File: config.mk
export PLATFORM = sky130hd
export DESIGN_NAME = stop_mode_recovery_control
export DESIGN_NICKNAME = d
export VERILOG_FILES = /design/src/rtl/stop_recovery_pkg.sv /design/src/rtl/stop_mode_recovery_control.sv /design/src/rtl/pin_sync3.sv
export VERILOG_INCLUDE_DIRS = /design/src /design/src/rtl
export SDC_FILE = /design/constraint.sdc
export NUM_CORES = 1
export LEC_CHECK = 0
export BUFFER_PORTS_ARGS = -buffer_cell sky130_fd_sc_hd__buf_2
export CORE_ASPECT_RATIO = 0.75
export CORE_UTILIZATION = 47
export DETAILED_ROUTE_END_ITERATION = 8
export GPL_TIMING_DRIVEN = 0
export PLACE_DENSITY_LB_ADDON = 0.12
export SLEW_MARGIN = 20
export SYNTH_ARGS = -nofsm -noshare
export SYNTH_HDL_FRONTEND = slang
export SYNTH_SLANG_ARGS = --single-unit
export TNS_END_PERCENT = 20
File: constraint.sdc
create_clock -name clk -period 1.3 [get_ports clk]
set_clock_uncertainty 0.05 [all_clocks]
set_input_delay 0.065 -clock clk [delete_from_list [all_inputs] [get_ports clk]]
set_output_delay 0.065 -clock clk [all_outputs]
set_load 0.01 [all_outputs]
File: src/rtl/stop_recovery_map.svh
/*
  constants for the stop-mode recovery sequencer: pin function codes,
  stage counts and reset values. assumes inclusion by bare name.
*/
`ifndef STOP_RECOVERY_MAP_SVH
`define STOP_RECOVERY_MAP_SVH
`define PIN_FUNC_RESET      2'h0
`define PIN_FUNC_GPIO       2'h1
`define PIN_FUNC_ALT        2'h2
`define PIN_FUNC_RST_VAL    2'h0
`define WAKE_SYNC_STAGES    3
`define CLOCK_RESTART_CYC   4'h8
`define CLOCK_RESTART_ZERO  4'h0
`define CLOCK_RESTART_ONE   4'h1
`define PKG_SMALL           1'h1
`endif

File: src/rtl/stop_recovery_pkg.sv
/*
  types for the stop-mode recovery sequencer.
  assumes the map header is compiled alongside.
*/
`default_nettype none
package stop_recovery_pkg;
  typedef enum logic [2:0] {
    st_run     = 3'h0,
    st_stop    = 3'h1,
    st_restart = 3'h2,
    st_finish  = 3'h3,
    st_stuck   = 3'h4
  } recovery_state_t;

  typedef struct packed {
    logic       watchdog_enable;
    logic       watchdog_osc_enable;
    logic       clock_run;
    logic       stop_active;
  } power_status_t;
endpackage : stop_recovery_pkg
`default_nettype wire

File: src/rtl/stop_mode_recovery_control.sv
/*
  stop-mode recovery sequencer: stop entry, wake handling, watchdog enable
  across recovery, reset-pin function. assumes one clock, wake sources
  and the reset pin asynchronous, control inputs from same-clock logic.
*/
`include "stop_recovery_map.svh"
`default_nettype none
// Summary of operation
// RQ1 - a pending interrupt that wakes the device is discarded before recovery ends and its service is never entered.
// RQ2 - by specification recovery turns the watchdog off unless the always-on option is set.
// RQ3 - in this silicon recovery leaves the watchdog enable as it was, so the watchdog keeps running.
// RQ4 - software turns the watchdog oscillator off around stop and back on before the next stop entry.
// RQ5 - after reset the reset-capable pin is assigned to its reset function, on a package-dependent pin.
// RQ6 - with the reset-capable pin reassigned, recovery from stop does not complete correctly.
// RQ7 - software sets the reset-capable pin to its reset function before commanding stop.
// RQ8 - in stop the system clock is held off until a wake interrupt or reset pin assertion.
module stop_mode_recovery_control
  import stop_recovery_pkg::*;
(
  input  wire logic       clk,
  input  wire logic       srst,
  input  wire logic       clk_en,
  input  wire logic       stop_request,
  input  wire logic       wake_irq_pin,
  input  wire logic       reset_pin_n,
  input  wire logic       watchdog_always_on_option,
  input  wire logic       spec_recovery,
  input  wire logic       package_small,
  input  wire logic       pin_func_write,
  input  wire logic [1:0] pin_func_data,
  input  wire logic       watchdog_enable_write,
  input  wire logic       watchdog_enable_data,
  input  wire logic       watchdog_osc_write,
  input  wire logic       watchdog_osc_data,
  output var  logic       system_clock_enable,
  output var  logic       irq_pending,
  output var  logic       irq_discard,
  output var  logic       reset_request,
  output var  logic       recovery_done,
  output var  logic       watchdog_timer_run,
  output var  logic [1:0] reset_pin_func,
  output var  logic       reset_on_pa_pin,
  output var  logic       reset_on_pd_pin,
  output var  power_status_t status
);
  recovery_state_t state;
  recovery_state_t next_state;
  logic       wake_level;
  logic       reset_level;
  logic       wake_prev;
  logic [3:0] restart_cnt;
  logic [3:0] next_restart_cnt;
  logic       wd_enable;
  logic       next_wd_enable;
  logic       wd_osc;
  logic       next_wd_osc;
  logic [1:0] next_pin_func;
  logic       next_irq_pending;
  logic       next_irq_discard;
  logic       next_reset_request;
  logic       next_recovery_done;
  logic       next_clock;
  logic       wake_rise;
  logic       wake_from_irq;
  logic       next_wake_from_irq;
  logic       pin_is_reset;

  pin_sync3 u_wake_sync (
    .clk      (clk),
    .srst     (srst),
    .clk_en   (clk_en),
    .async_in (wake_irq_pin),
    .level    (wake_level)
  );

  pin_sync3 u_reset_sync (
    .clk      (clk),
    .srst     (srst),
    .clk_en   (clk_en),
    .async_in (~reset_pin_n),
    .level    (reset_level)
  );

  assign wake_rise = wake_level & ~wake_prev;
  assign pin_is_reset = (reset_pin_func == `PIN_FUNC_RESET);

  always_comb begin
    next_state         = state;
    next_restart_cnt   = restart_cnt;
    next_wd_enable     = wd_enable;
    next_pin_func      = reset_pin_func;
    next_irq_pending   = irq_pending;
    next_irq_discard   = 1'h0;
    next_reset_request = 1'h0;
    next_recovery_done = 1'h0;
    next_clock         = system_clock_enable;
    next_wake_from_irq = wake_from_irq;
    unique case (state)
      st_run: begin
        next_clock = 1'h1;
        if (wake_rise) begin
          next_irq_pending = 1'h1;
        end
        if (pin_func_write) begin
          next_pin_func = pin_func_data;
        end
        if (watchdog_enable_write) begin
          next_wd_enable = watchdog_enable_data;
        end
        if (reset_level && pin_is_reset) begin
          next_reset_request = 1'h1;
        end else if (stop_request) begin
          next_state = st_stop;
          next_clock = 1'h0; // RQ8
        end
      end
      st_stop: begin
        next_clock = 1'h0; // RQ8
        if (wake_rise || (reset_level && pin_is_reset)) begin
          next_wake_from_irq = wake_rise;
          next_irq_pending   = irq_pending | wake_rise; // RQ1
          if (!pin_is_reset) begin
            next_state = st_stuck; // RQ6
          end else begin
            next_state       = st_restart;
            next_restart_cnt = `CLOCK_RESTART_CYC;
            next_clock       = 1'h1;
          end
        end
      end
      st_restart: begin
        next_clock = 1'h1;
        if (restart_cnt == `CLOCK_RESTART_ONE) begin
          next_state = st_finish;
        end
        next_restart_cnt = restart_cnt - `CLOCK_RESTART_ONE;
        if (wake_from_irq) begin
          next_irq_pending = 1'h0; // RQ1
          next_irq_discard = 1'h1; // RQ1
        end
      end
      st_finish: begin
        next_clock         = 1'h1;
        next_recovery_done = 1'h1;
        next_wake_from_irq = 1'h0;
        next_irq_pending   = 1'h0; // RQ1
        if (spec_recovery && !watchdog_always_on_option) begin
          next_wd_enable = 1'h0; // RQ2
        end else begin
          next_wd_enable = wd_enable; // RQ3
        end
        next_state = st_run;
      end
      st_stuck: begin
        next_clock = 1'h0; // RQ6
      end
      default: begin
        next_state = st_run;
      end
    endcase
  end

  always_ff @(posedge clk) begin
    if (srst) begin
      state               <= st_run;
      restart_cnt         <= `CLOCK_RESTART_ZERO;
      wd_enable           <= 1'h0;
      reset_pin_func      <= `PIN_FUNC_RST_VAL; // RQ5
      irq_pending         <= 1'h0;
      irq_discard         <= 1'h0;
      reset_request       <= 1'h0;
      recovery_done       <= 1'h0;
      system_clock_enable <= 1'h1;
      wake_from_irq       <= 1'h0;
    end else if (clk_en) begin
      state               <= next_state;
      restart_cnt         <= next_restart_cnt;
      wd_enable           <= next_wd_enable;
      reset_pin_func      <= next_pin_func;
      irq_pending         <= next_irq_pending;
      irq_discard         <= next_irq_discard;
      reset_request       <= next_reset_request;
      recovery_done       <= next_recovery_done;
      system_clock_enable <= next_clock;
      wake_from_irq       <= next_wake_from_irq;
    end
  end

  // watchdog oscillator, written in any state
  always_comb begin
    next_wd_osc = wd_osc;
    if (watchdog_osc_write) begin
      next_wd_osc = watchdog_osc_data; // RQ4
    end
  end

  always_ff @(posedge clk) begin
    if (srst) begin
      wd_osc <= 1'h1;
    end else if (clk_en) begin
      wd_osc <= next_wd_osc;
    end
  end

  // wake edge detect, idles low like the pin
  always_ff @(posedge clk) begin
    if (srst) begin
      wake_prev <= 1'h0;
    end else if (clk_en) begin
      wake_prev <= wake_level;
    end
  end

  assign watchdog_timer_run = wd_enable & wd_osc;
  assign reset_on_pa_pin    = (package_small == `PKG_SMALL) && (reset_pin_func == `PIN_FUNC_RESET); // RQ5
  assign reset_on_pd_pin    = (package_small != `PKG_SMALL) && (reset_pin_func == `PIN_FUNC_RESET); // RQ5

  always_comb begin
    status.watchdog_enable     = wd_enable;
    status.watchdog_osc_enable = wd_osc;
    status.clock_run           = system_clock_enable;
    status.stop_active         = (state == st_stop) || (state == st_stuck);
  end
endmodule : stop_mode_recovery_control
`default_nettype wire

File: src/rtl/pin_sync3.sv
/*
  three-stage synchroniser with agreement filter for asynchronous pins.
  assumes a single clock domain on clk.
*/
`default_nettype none
module pin_sync3 (
  input  wire logic clk,
  input  wire logic srst,
  input  wire logic clk_en,
  input  wire logic async_in,
  output var  logic level
);
  logic [2:0] stage;
  logic [2:0] next_stage;
  logic       next_level;

  always_comb begin
    next_stage = {stage[1:0], async_in};
    next_level = (stage[1] == stage[2]) ? stage[2] : level;
  end

  always_ff @(posedge clk) begin
    if (srst) begin
      stage <= 3'h0;
      level <= 1'h0;
    end else if (clk_en) begin
      stage <= next_stage;
      level <= next_level;
    end
  end
endmodule : pin_sync3
`default_nettype wire

### Word level (Yosys, flattened, before mapping)

Index checks and enable logic that the tools add are counted.

* muxes and demuxes: 28
* bitwise operators: 7
* eq/ne operators: 16
* reductions and logical operators: 25
* add/sub/neg operators: 1

Operators with widths (number)
* inequality test 2 bit, second input constant: 9
* 2-to-1 mux 1 bit: 15
* 2-to-1 mux 3 bit: 5
* case mux 3 bit (4 select lines): 1
* 2-to-1 mux 4 bit: 2
* case mux 1 bit (4 select lines): 2
* case mux 4 bit (2 select lines): 1
* AND reduction 2 bit: 4
* AND reduction 4 bit: 2
* nonzero test 4 bit: 2
* == test 3 x 2 -> 1 bit, second input constant: 2
* AND reduction 3 bit: 2
* AND reduction 6 bit: 1
* nonzero test 2 bit: 3
* AND reduction 5 bit: 1
* == test 4 x 1 -> 1 bit, second input constant: 1
* logical AND 1 bit: 4
* NOT 1 bit: 4
* case mux 1 bit (2 select lines): 2
* subtractor 4 x 1 -> 4 bit, second input constant: 1
* == test 3 x 1 -> 1 bit, second input constant: 1
* == test 3 bit, second input constant: 1
* zero test 3 bit: 1
* bitwise AND 1 bit: 2
* 6 further kinds: 8

* register bits after elaboration: 26
* word-level logic and storage cells: 93
* input bits: 16
* output and inout bits: 14

### Depth between registers and ports, before layout

Gate-level depths: netlist of the first run.

* depth after elaboration: 5
* gate-level depth with buffers: 6
* gate-level depth less buffers: 5

### Hierarchy

From an unflattened synthesis of the first run, not the netlist that was laid out.

* cell total of the unflattened synthesis: 154
* area, all modules: 1341.3 um2

By module, submodules not included
* stop_mode_recovery_control: seq. area each 360.3 um2, instances 1, cells each 122, area an instance 998.5 um2
* pin_sync3: seq. area each 80.1 um2, instances 2, cells each 16, area an instance 171.4 um2

### Worst setup path before layout of the first run

OpenSTA, ideal clock, no wires.

* kind: flip-flop to flip-flop
* start: register reset_pin_func[0]
* end: register state[0]
* data required time: 1118 ps
* arrival: 1193 ps
* stages on the path, launching flop included: 5
* buffers on the path: 0
* library setup time: 132 ps
* period minus slack after synthesis: 1376 ps
* path slack: -76 ps
* path through: dfxtp_1 > or3b_1 > and3_1 > o211ai_1 > a21oi_1

* longest elaborated chain between the ends: 5
* elaborated cells between the ends (all ways): 6
* classes of those cells: 2 x eq/ne; 4 x reduce/logical

RTL lines
* start, declared: line stop_mode_recovery_control.sv:41 `output var logic [1:0] reset_pin_func,`
* start signal, assigned: line stop_mode_recovery_control.sv:168 `` reset_pin_func <= `PIN_FUNC_RST_VAL; ``
* start signal, assigned: line stop_mode_recovery_control.sv:179 `reset_pin_func <= next_pin_func;`
* zero test 2 bit (no line) (*)
* logical AND 1 bit (*): line stop_mode_recovery_control.sv:110, stop_mode_recovery_control.sv:119
* logical OR 1 bit: line stop_mode_recovery_control.sv:119 `if (wake_rise || (reset_level && pin_is_reset)) begin`
* inequality test 2 bit (no line)
* AND reduction 6 bit (no line) (*)
* end signal, assigned: line stop_mode_recovery_control.sv:165 `state <= st_run;`
* end signal, assigned: line stop_mode_recovery_control.sv:176 `state <= next_state;`
* end, declared: line stop_mode_recovery_control.sv:46 `recovery_state_t state;`

Every way passes the cells marked *; elsewhere a longest branch is shown, timed or not.
A chain may end at the register's enable or synchronous reset.

### Worst setup path after layout of the first run

* start: register reset_pin_func[1]
* end: register wake_from_irq

* longest elaborated chain between the ends: 5

RTL lines
* zero test 2 bit (no line)
* logical AND 1 bit: line stop_mode_recovery_control.sv:119
* logical OR 1 bit: line stop_mode_recovery_control.sv:119
* inequality test 2 bit (no line)
* AND reduction 3 bit (no line)
* end signal, assigned: line stop_mode_recovery_control.sv:185 `wake_from_irq <= next_wake_from_irq;`
* end, declared: line stop_mode_recovery_control.sv:64 `logic wake_from_irq;`

No other way between the ends.

==> results of run 1 <==
-- repair_timing --
action                                 CTS  global route
resized for setup                       19            11
endpoints found under the hold margin    5             0
buffers inserted                         4             0
setup endpoints to repair               12            13
pin swaps                                1             2
hold buffers                             7             0
cloned                                   0             0
-- through the flow --
stage          instance area (µm²)  setup slack [ps]  util (%)  hold WS (ps)
2_1_floorplan                 1330             -9.95         -          93.5
3_3_place_gp                  1510             -89.8      57.2           202
3_5_place_dp                  1510             -99.7      57.2           204
5_1_grt                       1760              -133      66.5          22.6
4_1_cts                       1720             -69.6      64.9          14.6
6_report                      1760             -80.2      66.5          18.5
-- final timing paths --
kind | start | endpoint | cells past startpoint
setup / recovery | reset_pin_func[1] | wake_from_irq | 4
hold / removal | pin_func_write | reset_pin_func[0] | 3
setup reg to reg | reset_pin_func[1] | wake_from_irq | 4
hold reg to reg | irq_discard | irq_discard | 2
-- synth_stat cells (2+ instances only) --
library cell / n
dfxtp_1: 26
nor2_1: 18
a21oi_1: 15
nand2_1: 13
mux2i_1: 8
o21ai_0: 7
inv_1: 6
nand3_1: 6
buf_2: 5
nor3_1: 5
nor2b_1: 4
buf_4: 3
clkbuf_1: 3
a211oi_1: 2
a311oi_1: 2
a31oi_1: 2
and2_1: 2
ha_1: 2
nand2b_1: 2
o21ai_1: 2
-- state kept, by name, summed over array words and instances, names as in the netlist, 2 cells and up --
name and cells:
state 3, restart_cnt 4, u_wake_sync.stage 3, u_reset_sync.stage 3, reset_pin_func 2
-- cells in the final DEF (no fill, tap or decap), types with 6 or more instances in the layout --
master / instances
nand3_1: 6
nand2_1: 13
dfxtp_1: 18
a21oi_1: 14
buf_4: 8
inv_1: 6
o21ai_0: 7
nor2_1: 17
buf_2: 31
dfxtp_4: 6
mux2i_1: 8
dlygate4sd3_1: 6
-- kinds of logic (layout without fill, tap and decap cells) --
family,after synthesis,count (layout),share of synthesized area [%]
simple gates,61,61,24.2
compound gates,44,44,21.6
flops,26,26,39.4
buf+inv,17,60,6.15
mux,8,8,6.06
fa+ha+maj,2,2,1.89
xor+xnor,1,1,0.663
-- area by class of cell --
class / instances / area (µm²)
multi-input cells: 116 / 786
fillers: 242 / 885
clock buffers: 4 / 45.0
flip-flops and latches: 26 / 546
plain buffers: 11 / 71.3
inverters: 6 / 22.5
repair buffers: 39 / 243
well taps: 36 / 45.0
-- worst min-delay path, delay by kind of cell --
kind                   cells  cell delay (ps)
buffers and inverters      1              120
AND/OR/NAND/NOR            1               80
AO/OA/AOI/OAI              1               50
-- per-layer routing --
layer | global-route usage, % | vias to the layer above | wire length, µm
met2 | 39.4 | 56 | 1610
met5 | 0 | - | 0
li1 | - | 655 | -
met4 | 4.55 | 0 | 16
met3 | 6.19 | 4 | 212
met1 | 30.2 | 659 | 1570
-- report_power, final --
part | internal (mW) | switching (mW) | leakage [nW] | total, mW
sequential | 0.806 | 0.0201 | 0.217 | 0.826
clock | 0.219 | 0.249 | 0.0228 | 0.468
combinational | 0.105 | 0.110 | 0.528 | 0.215
total | 1.13 | 0.379 | 0.768 | 1.51
==> key figures, run 1 <==
Run status
  – Status: finished with violations
  – Failing checks: setup timing

Routing
  – Post-DRT Antenna Nets: 0
  – Vias per cell: 5.77
  – Drt pass-1 iters: 4
  – DRC violations left: 0
  – Routed len/inst: about 14 µm
  – Drt total wl: about 3400 µm
  – 1st-iter DRT viols: 76
  – Via Count: 1374

Placed design
  – Placed Cells: 223
  – I/O Buffers: 28
  – Placer Congestion: approximately 0.83
  – HPWL after detailed placement: 2320 µm

Setup path
  – Setup slack, reg-to-reg: -80 ps
  – Critical path's slowest cell: or3b_4
  – CP cell instances: or3b_4 > a22o_1 > a21oi_2 > nor2_1
  – Worst path bufs/invs: 0
  – Delay-heaviest family, CP: simple AND/OR/NAND/NOR gates
  – CP endpoint kind: flop
  – Crit Path Max Fanout: 4
  – CP peak stage delay: a little over 400 ps
  – Startpoint type of the worst setup path: flop
  – CP arrival: 1470 ps
  – Critical Path RT: 1390 ps
  – Crit path kind: flop to flop

Job
  – Max_cap viols: 0

Logic synthesis
  – Post-synthesis area per instance: 8.31 µm²
  – Synth top area share: 39.4%
  – Cell taking the most area after synthesis: dfxtp_1
  – Ys async rst share: 0%
  – YS warnings: 0
  – EDFF count, synth: 0
  – Main synth FF type: dfxtp_1
  – Cell area after synthesis: 1320 µm²
  – Sequential area share after synthesis: 39.4%
  – Syn nets: 177
  – Seq cells post-synth: 26
  – Post-Synthesis Cells: 159
  – Top post-synthesis cells by area: dfxtp_1 (39%), mux2i_1 (6.1%), a21oi_1 (5.7%)
  – Yosys cell types: 46

Layout
  – Layout cells sized above 1: 33.7%
  – # diodes: 0
  – Final #Nets: 221
  – Synthesis-to-finish area growth: 33.0%
  – Non-Filler Instances: 238

STA
  – Slew HR: 66.3%
  – Final worst slack: -80.2 ps
  – Min Clock Period, post-route: 1380 ps
  – Fmax: 725 MHz
  – Hold Vio Cnt, Final: 0
  – Setup-failing EPs final: 5
  – Crit share post-route: 106%
  – RSZ-0062 raised after global routing: yes
  – Slew @ Worst Pin: 505 ps
  – Final Slew Violations: 0
  – Setup TNS: -266 ps

Clocking
  – Number of CTS-inserted buffers: 3
  – Maximum clock path buffer count: 2
  – Num Clock Sinks: 26
  – Worst-Skew Late Latency: ~270 ps
  – CTS Root Cell: clkbuf_8
  – Clock transition at path regs: 90 ps
  – CTS tree: yes
  – H-tree levels: 1

Power
  – Post-route total power: 1.51 mW
  – Maximum vdd drop: 0.000741 V
  – Lkg Pwr: 0.768 nW
  – Cell Pwr Density: 859 nW/µm²

Floorplanning
  – DIE WIDTH: 63.2 µm
  – Die Area: 3030 µm²
  – FP Rows: 16
  – Die height: around 48 µm
  – Core area: 2640 µm²
  – Number of I/O pins: 30
  – Initial core utilization: about half

Global route
  – Largest net degree at the start of global routing: 15
  – All-Layer GR Usage: a little under a quarter
  – Initial antenna violation count: 0
  – First-pass GRT wire length: 5260 µm
  – Vias in the first global route: 1107
  – Total gr overflow: 0

Worst hold path
  – Worst hold path type: input pin to flop
(Power assumes the default switching activity.)
==> run 2, diff against run 1 <==
Settings changed: CORE_UTILIZATION 47 to 45.
==> run 2 against run 1 <==
Compared with the run above: the run ends with hold timing, setup timing left; non-clock buffer count grew 1; cell count grew 0.42%; sequential cell count is the same; critical path depth stayed put; core utilization decreased by 1.9 points; sequential power is essentially flat; largest cell class unchanged; largest power group unchanged; combinational power barely moved; clock-buffer cell count did not move; critical endpoint is now state[0].
==> key figures, run 2 (synthesis gave the netlist of run 1 again) <==
Layout
  – Post-route cell area: about 1700 µm²
  – Area of the multi-input gates: 783 µm²
  – Filler Cell Count: 240
  – Layout cells sized above 1: 34.0%
  – Top reg by flops: restart_cnt
  – # diodes: 0
  – Commonest non-fill, non-tap cell in the layout: buf_2
  – Synthesis-to-finish area growth: 32.1%
  – Non-Filler Instances: 239
  – Most frequent cells in the layout: buf_2 (31), dfxtp_1 (19), nor2_1 (17)
  – FF+latch area: around 540 µm²
  – Final #Nets: 222
  – Fin util: 64.6%
  – Largest register FFs: 4

Global route
  – Total gr overflow: 0
  – GR Layer Usage met2: 37.0%
  – Largest net degree at the start of global routing: 15
  – Gr busiest metal: met2
  – Met1 Use GR: 29.8%
  – Vias in the first global route: 1191
  – Initial antenna violation count: 0
  – Met3 GRT Util: 4.21%
  – First-pass GRT wire length: about 5400 µm
  – All-Layer GR Usage: 22.3%

Routing
  – Vias per cell: approximately 5.5
  – Drt pass-1 iters: 4
  – Routed len/inst: 13.8 µm
  – Drt total wl: between 3000 and 4000 µm
  – DRC violations left: 0
  – Via Count: 1309
  – 1st-iter DRT viols: 69
  – Post-DRT Antenna Nets: 0

Setup path
  – Crit Path Max Fanout: 7
  – Crit path kind: flop to flop
  – Reg2reg start: reset_pin_func[0]
  – Worst Setup SP: reset_pin_func[0]
  – CP endpoint kind: flop
  – Startpoint type of the worst setup path: flop
  – CP arrival: 1470 ps
  – Critical Path RT: 1400 ps

Floorplanning
  – Core area: 2700 µm²
  – Number of I/O pins: 30
  – Die height: slightly below 50 µm
  – FP Rows: 16
  – Initial core utilization: about half
  – DIE WIDTH: 64.6 µm
  – Die Area: between 3000 and 4000 µm²

Placed design
  – Place WS: -157 ps
  – Placer Congestion: slightly above 0.8
  – Area post-placement: roughly 1500 µm²
  – Placed Cells: 223
  – HPWL after detailed placement: 2270 µm
  – I/O Buffers: 28

Power
  – Logic pwr share: 14.4%
  – Clock Power Share: 31.1%
  – Share of power burned in registers: a little over half
  – Sw frac: 25.1%
  – P_sw: about 0.38 mW
  – Maximum vdd drop: 0.000755 V
  – Post-route total power: 1.52 mW
  – Cell Pwr Density: between 800 and 900 nW/µm²
  – Power Internal: 1.14 mW
  – Lkg Pwr: around 0.77 nW

Clocking
  – CTS tree: yes
  – H-tree levels: 1
  – Clock transition at path regs: 90 ps
  – Worst-Skew Late Latency: 280 ps
  – Num Clock Sinks: 26
  – Maximum clock path buffer count: 2
  – Number of CTS-inserted buffers: 3
  – CTS Root Cell: clkbuf_8

Run status
  – Failing checks: hold timing, setup timing
  – Status: finished with violations

STA
  – RSZ-0062 raised after global routing: yes
  – Setup-failing EPs final: 7
  – Hold Vio Cnt, Final: 1
  – Final worst slack: -75.3 ps
  – Crit share post-route: 106%
  – Setup TNS: -247 ps
  – Fmax: between 700 and 800 MHz
  – Slew HR: 65.8%
  – WHS: -3.42 ps
  – Min Clock Period, post-route: 1380 ps
  – Final Slew Violations: 0
  – Slew @ Worst Pin: ~510 ps

Worst hold path
  – Startpoint of the worst hold path: watchdog_osc_write
  – Worst hold path type: input pin to flop

Job
  – Max_cap viols: 0
[run 2: changes by cell type in the layout (fill, tap and decap cells not counted), sizes merged]
cell and delta:
buf +2, dlymetal6s4s -1
[run 2: metal layers]
metal | vias up | part of all wire (%)
met5 | - | 0
met3 | 4 | 6.2
met4 | 0 | 0.85
met1 | 608 | 47
met2 | 46 | 46
li1 | 651 | -
[run 2: layout make-up]
cell class / instances / area share (%)
multi-input combinational: 116 / 44.9
tap: 36 / 2.58
sequential: 26 / 30.8
inverter: 6 / 1.29
clock buffer: 4 / 2.58
timing repair buffer: 40 / 14.1
buffer: 11 / 3.87
[run 2: critical path, stage by stage (launching register included)]
cell      delay (ps)
dfxtp_2          380
or3b_4           400
and3_1           180
o211ai_1         160
a21oi_1           80
[run 2: timing repair]
item / 4_1_cts / 5_1_grt
resized for setup: 18 / 6
hold endpoints to repair: 5 / 0
pin swaps: 3 / 4
hold buffers: 6 / 0
setup buffers: 3 / 3
endpoints found under the setup margin: 12 / 13
[run 2: path summary, 6_finish.rpt]
path,to,cells after the start,slack (ps)
worst max-delay path,state[0],4,-80
worst min-delay path,wd_osc,3,-3
worst max register to register,state[0],4,-80
worst min register to register,u_reset_sync.level,2,430
[run 2: power by group through the flow]
stage / Sequential [mW] / Combinational [mW] / Clock [mW]
after floorplan: 0.848 / 0.110 / 0
after global placement: 0.848 / 0.174 / 0
after detailed placement: 0.849 / 0.180 / 0
after CTS: 0.827 / 0.209 / 0.475
after global routing: 0.830 / 0.239 / 0.519
final: 0.828 / 0.218 / 0.471
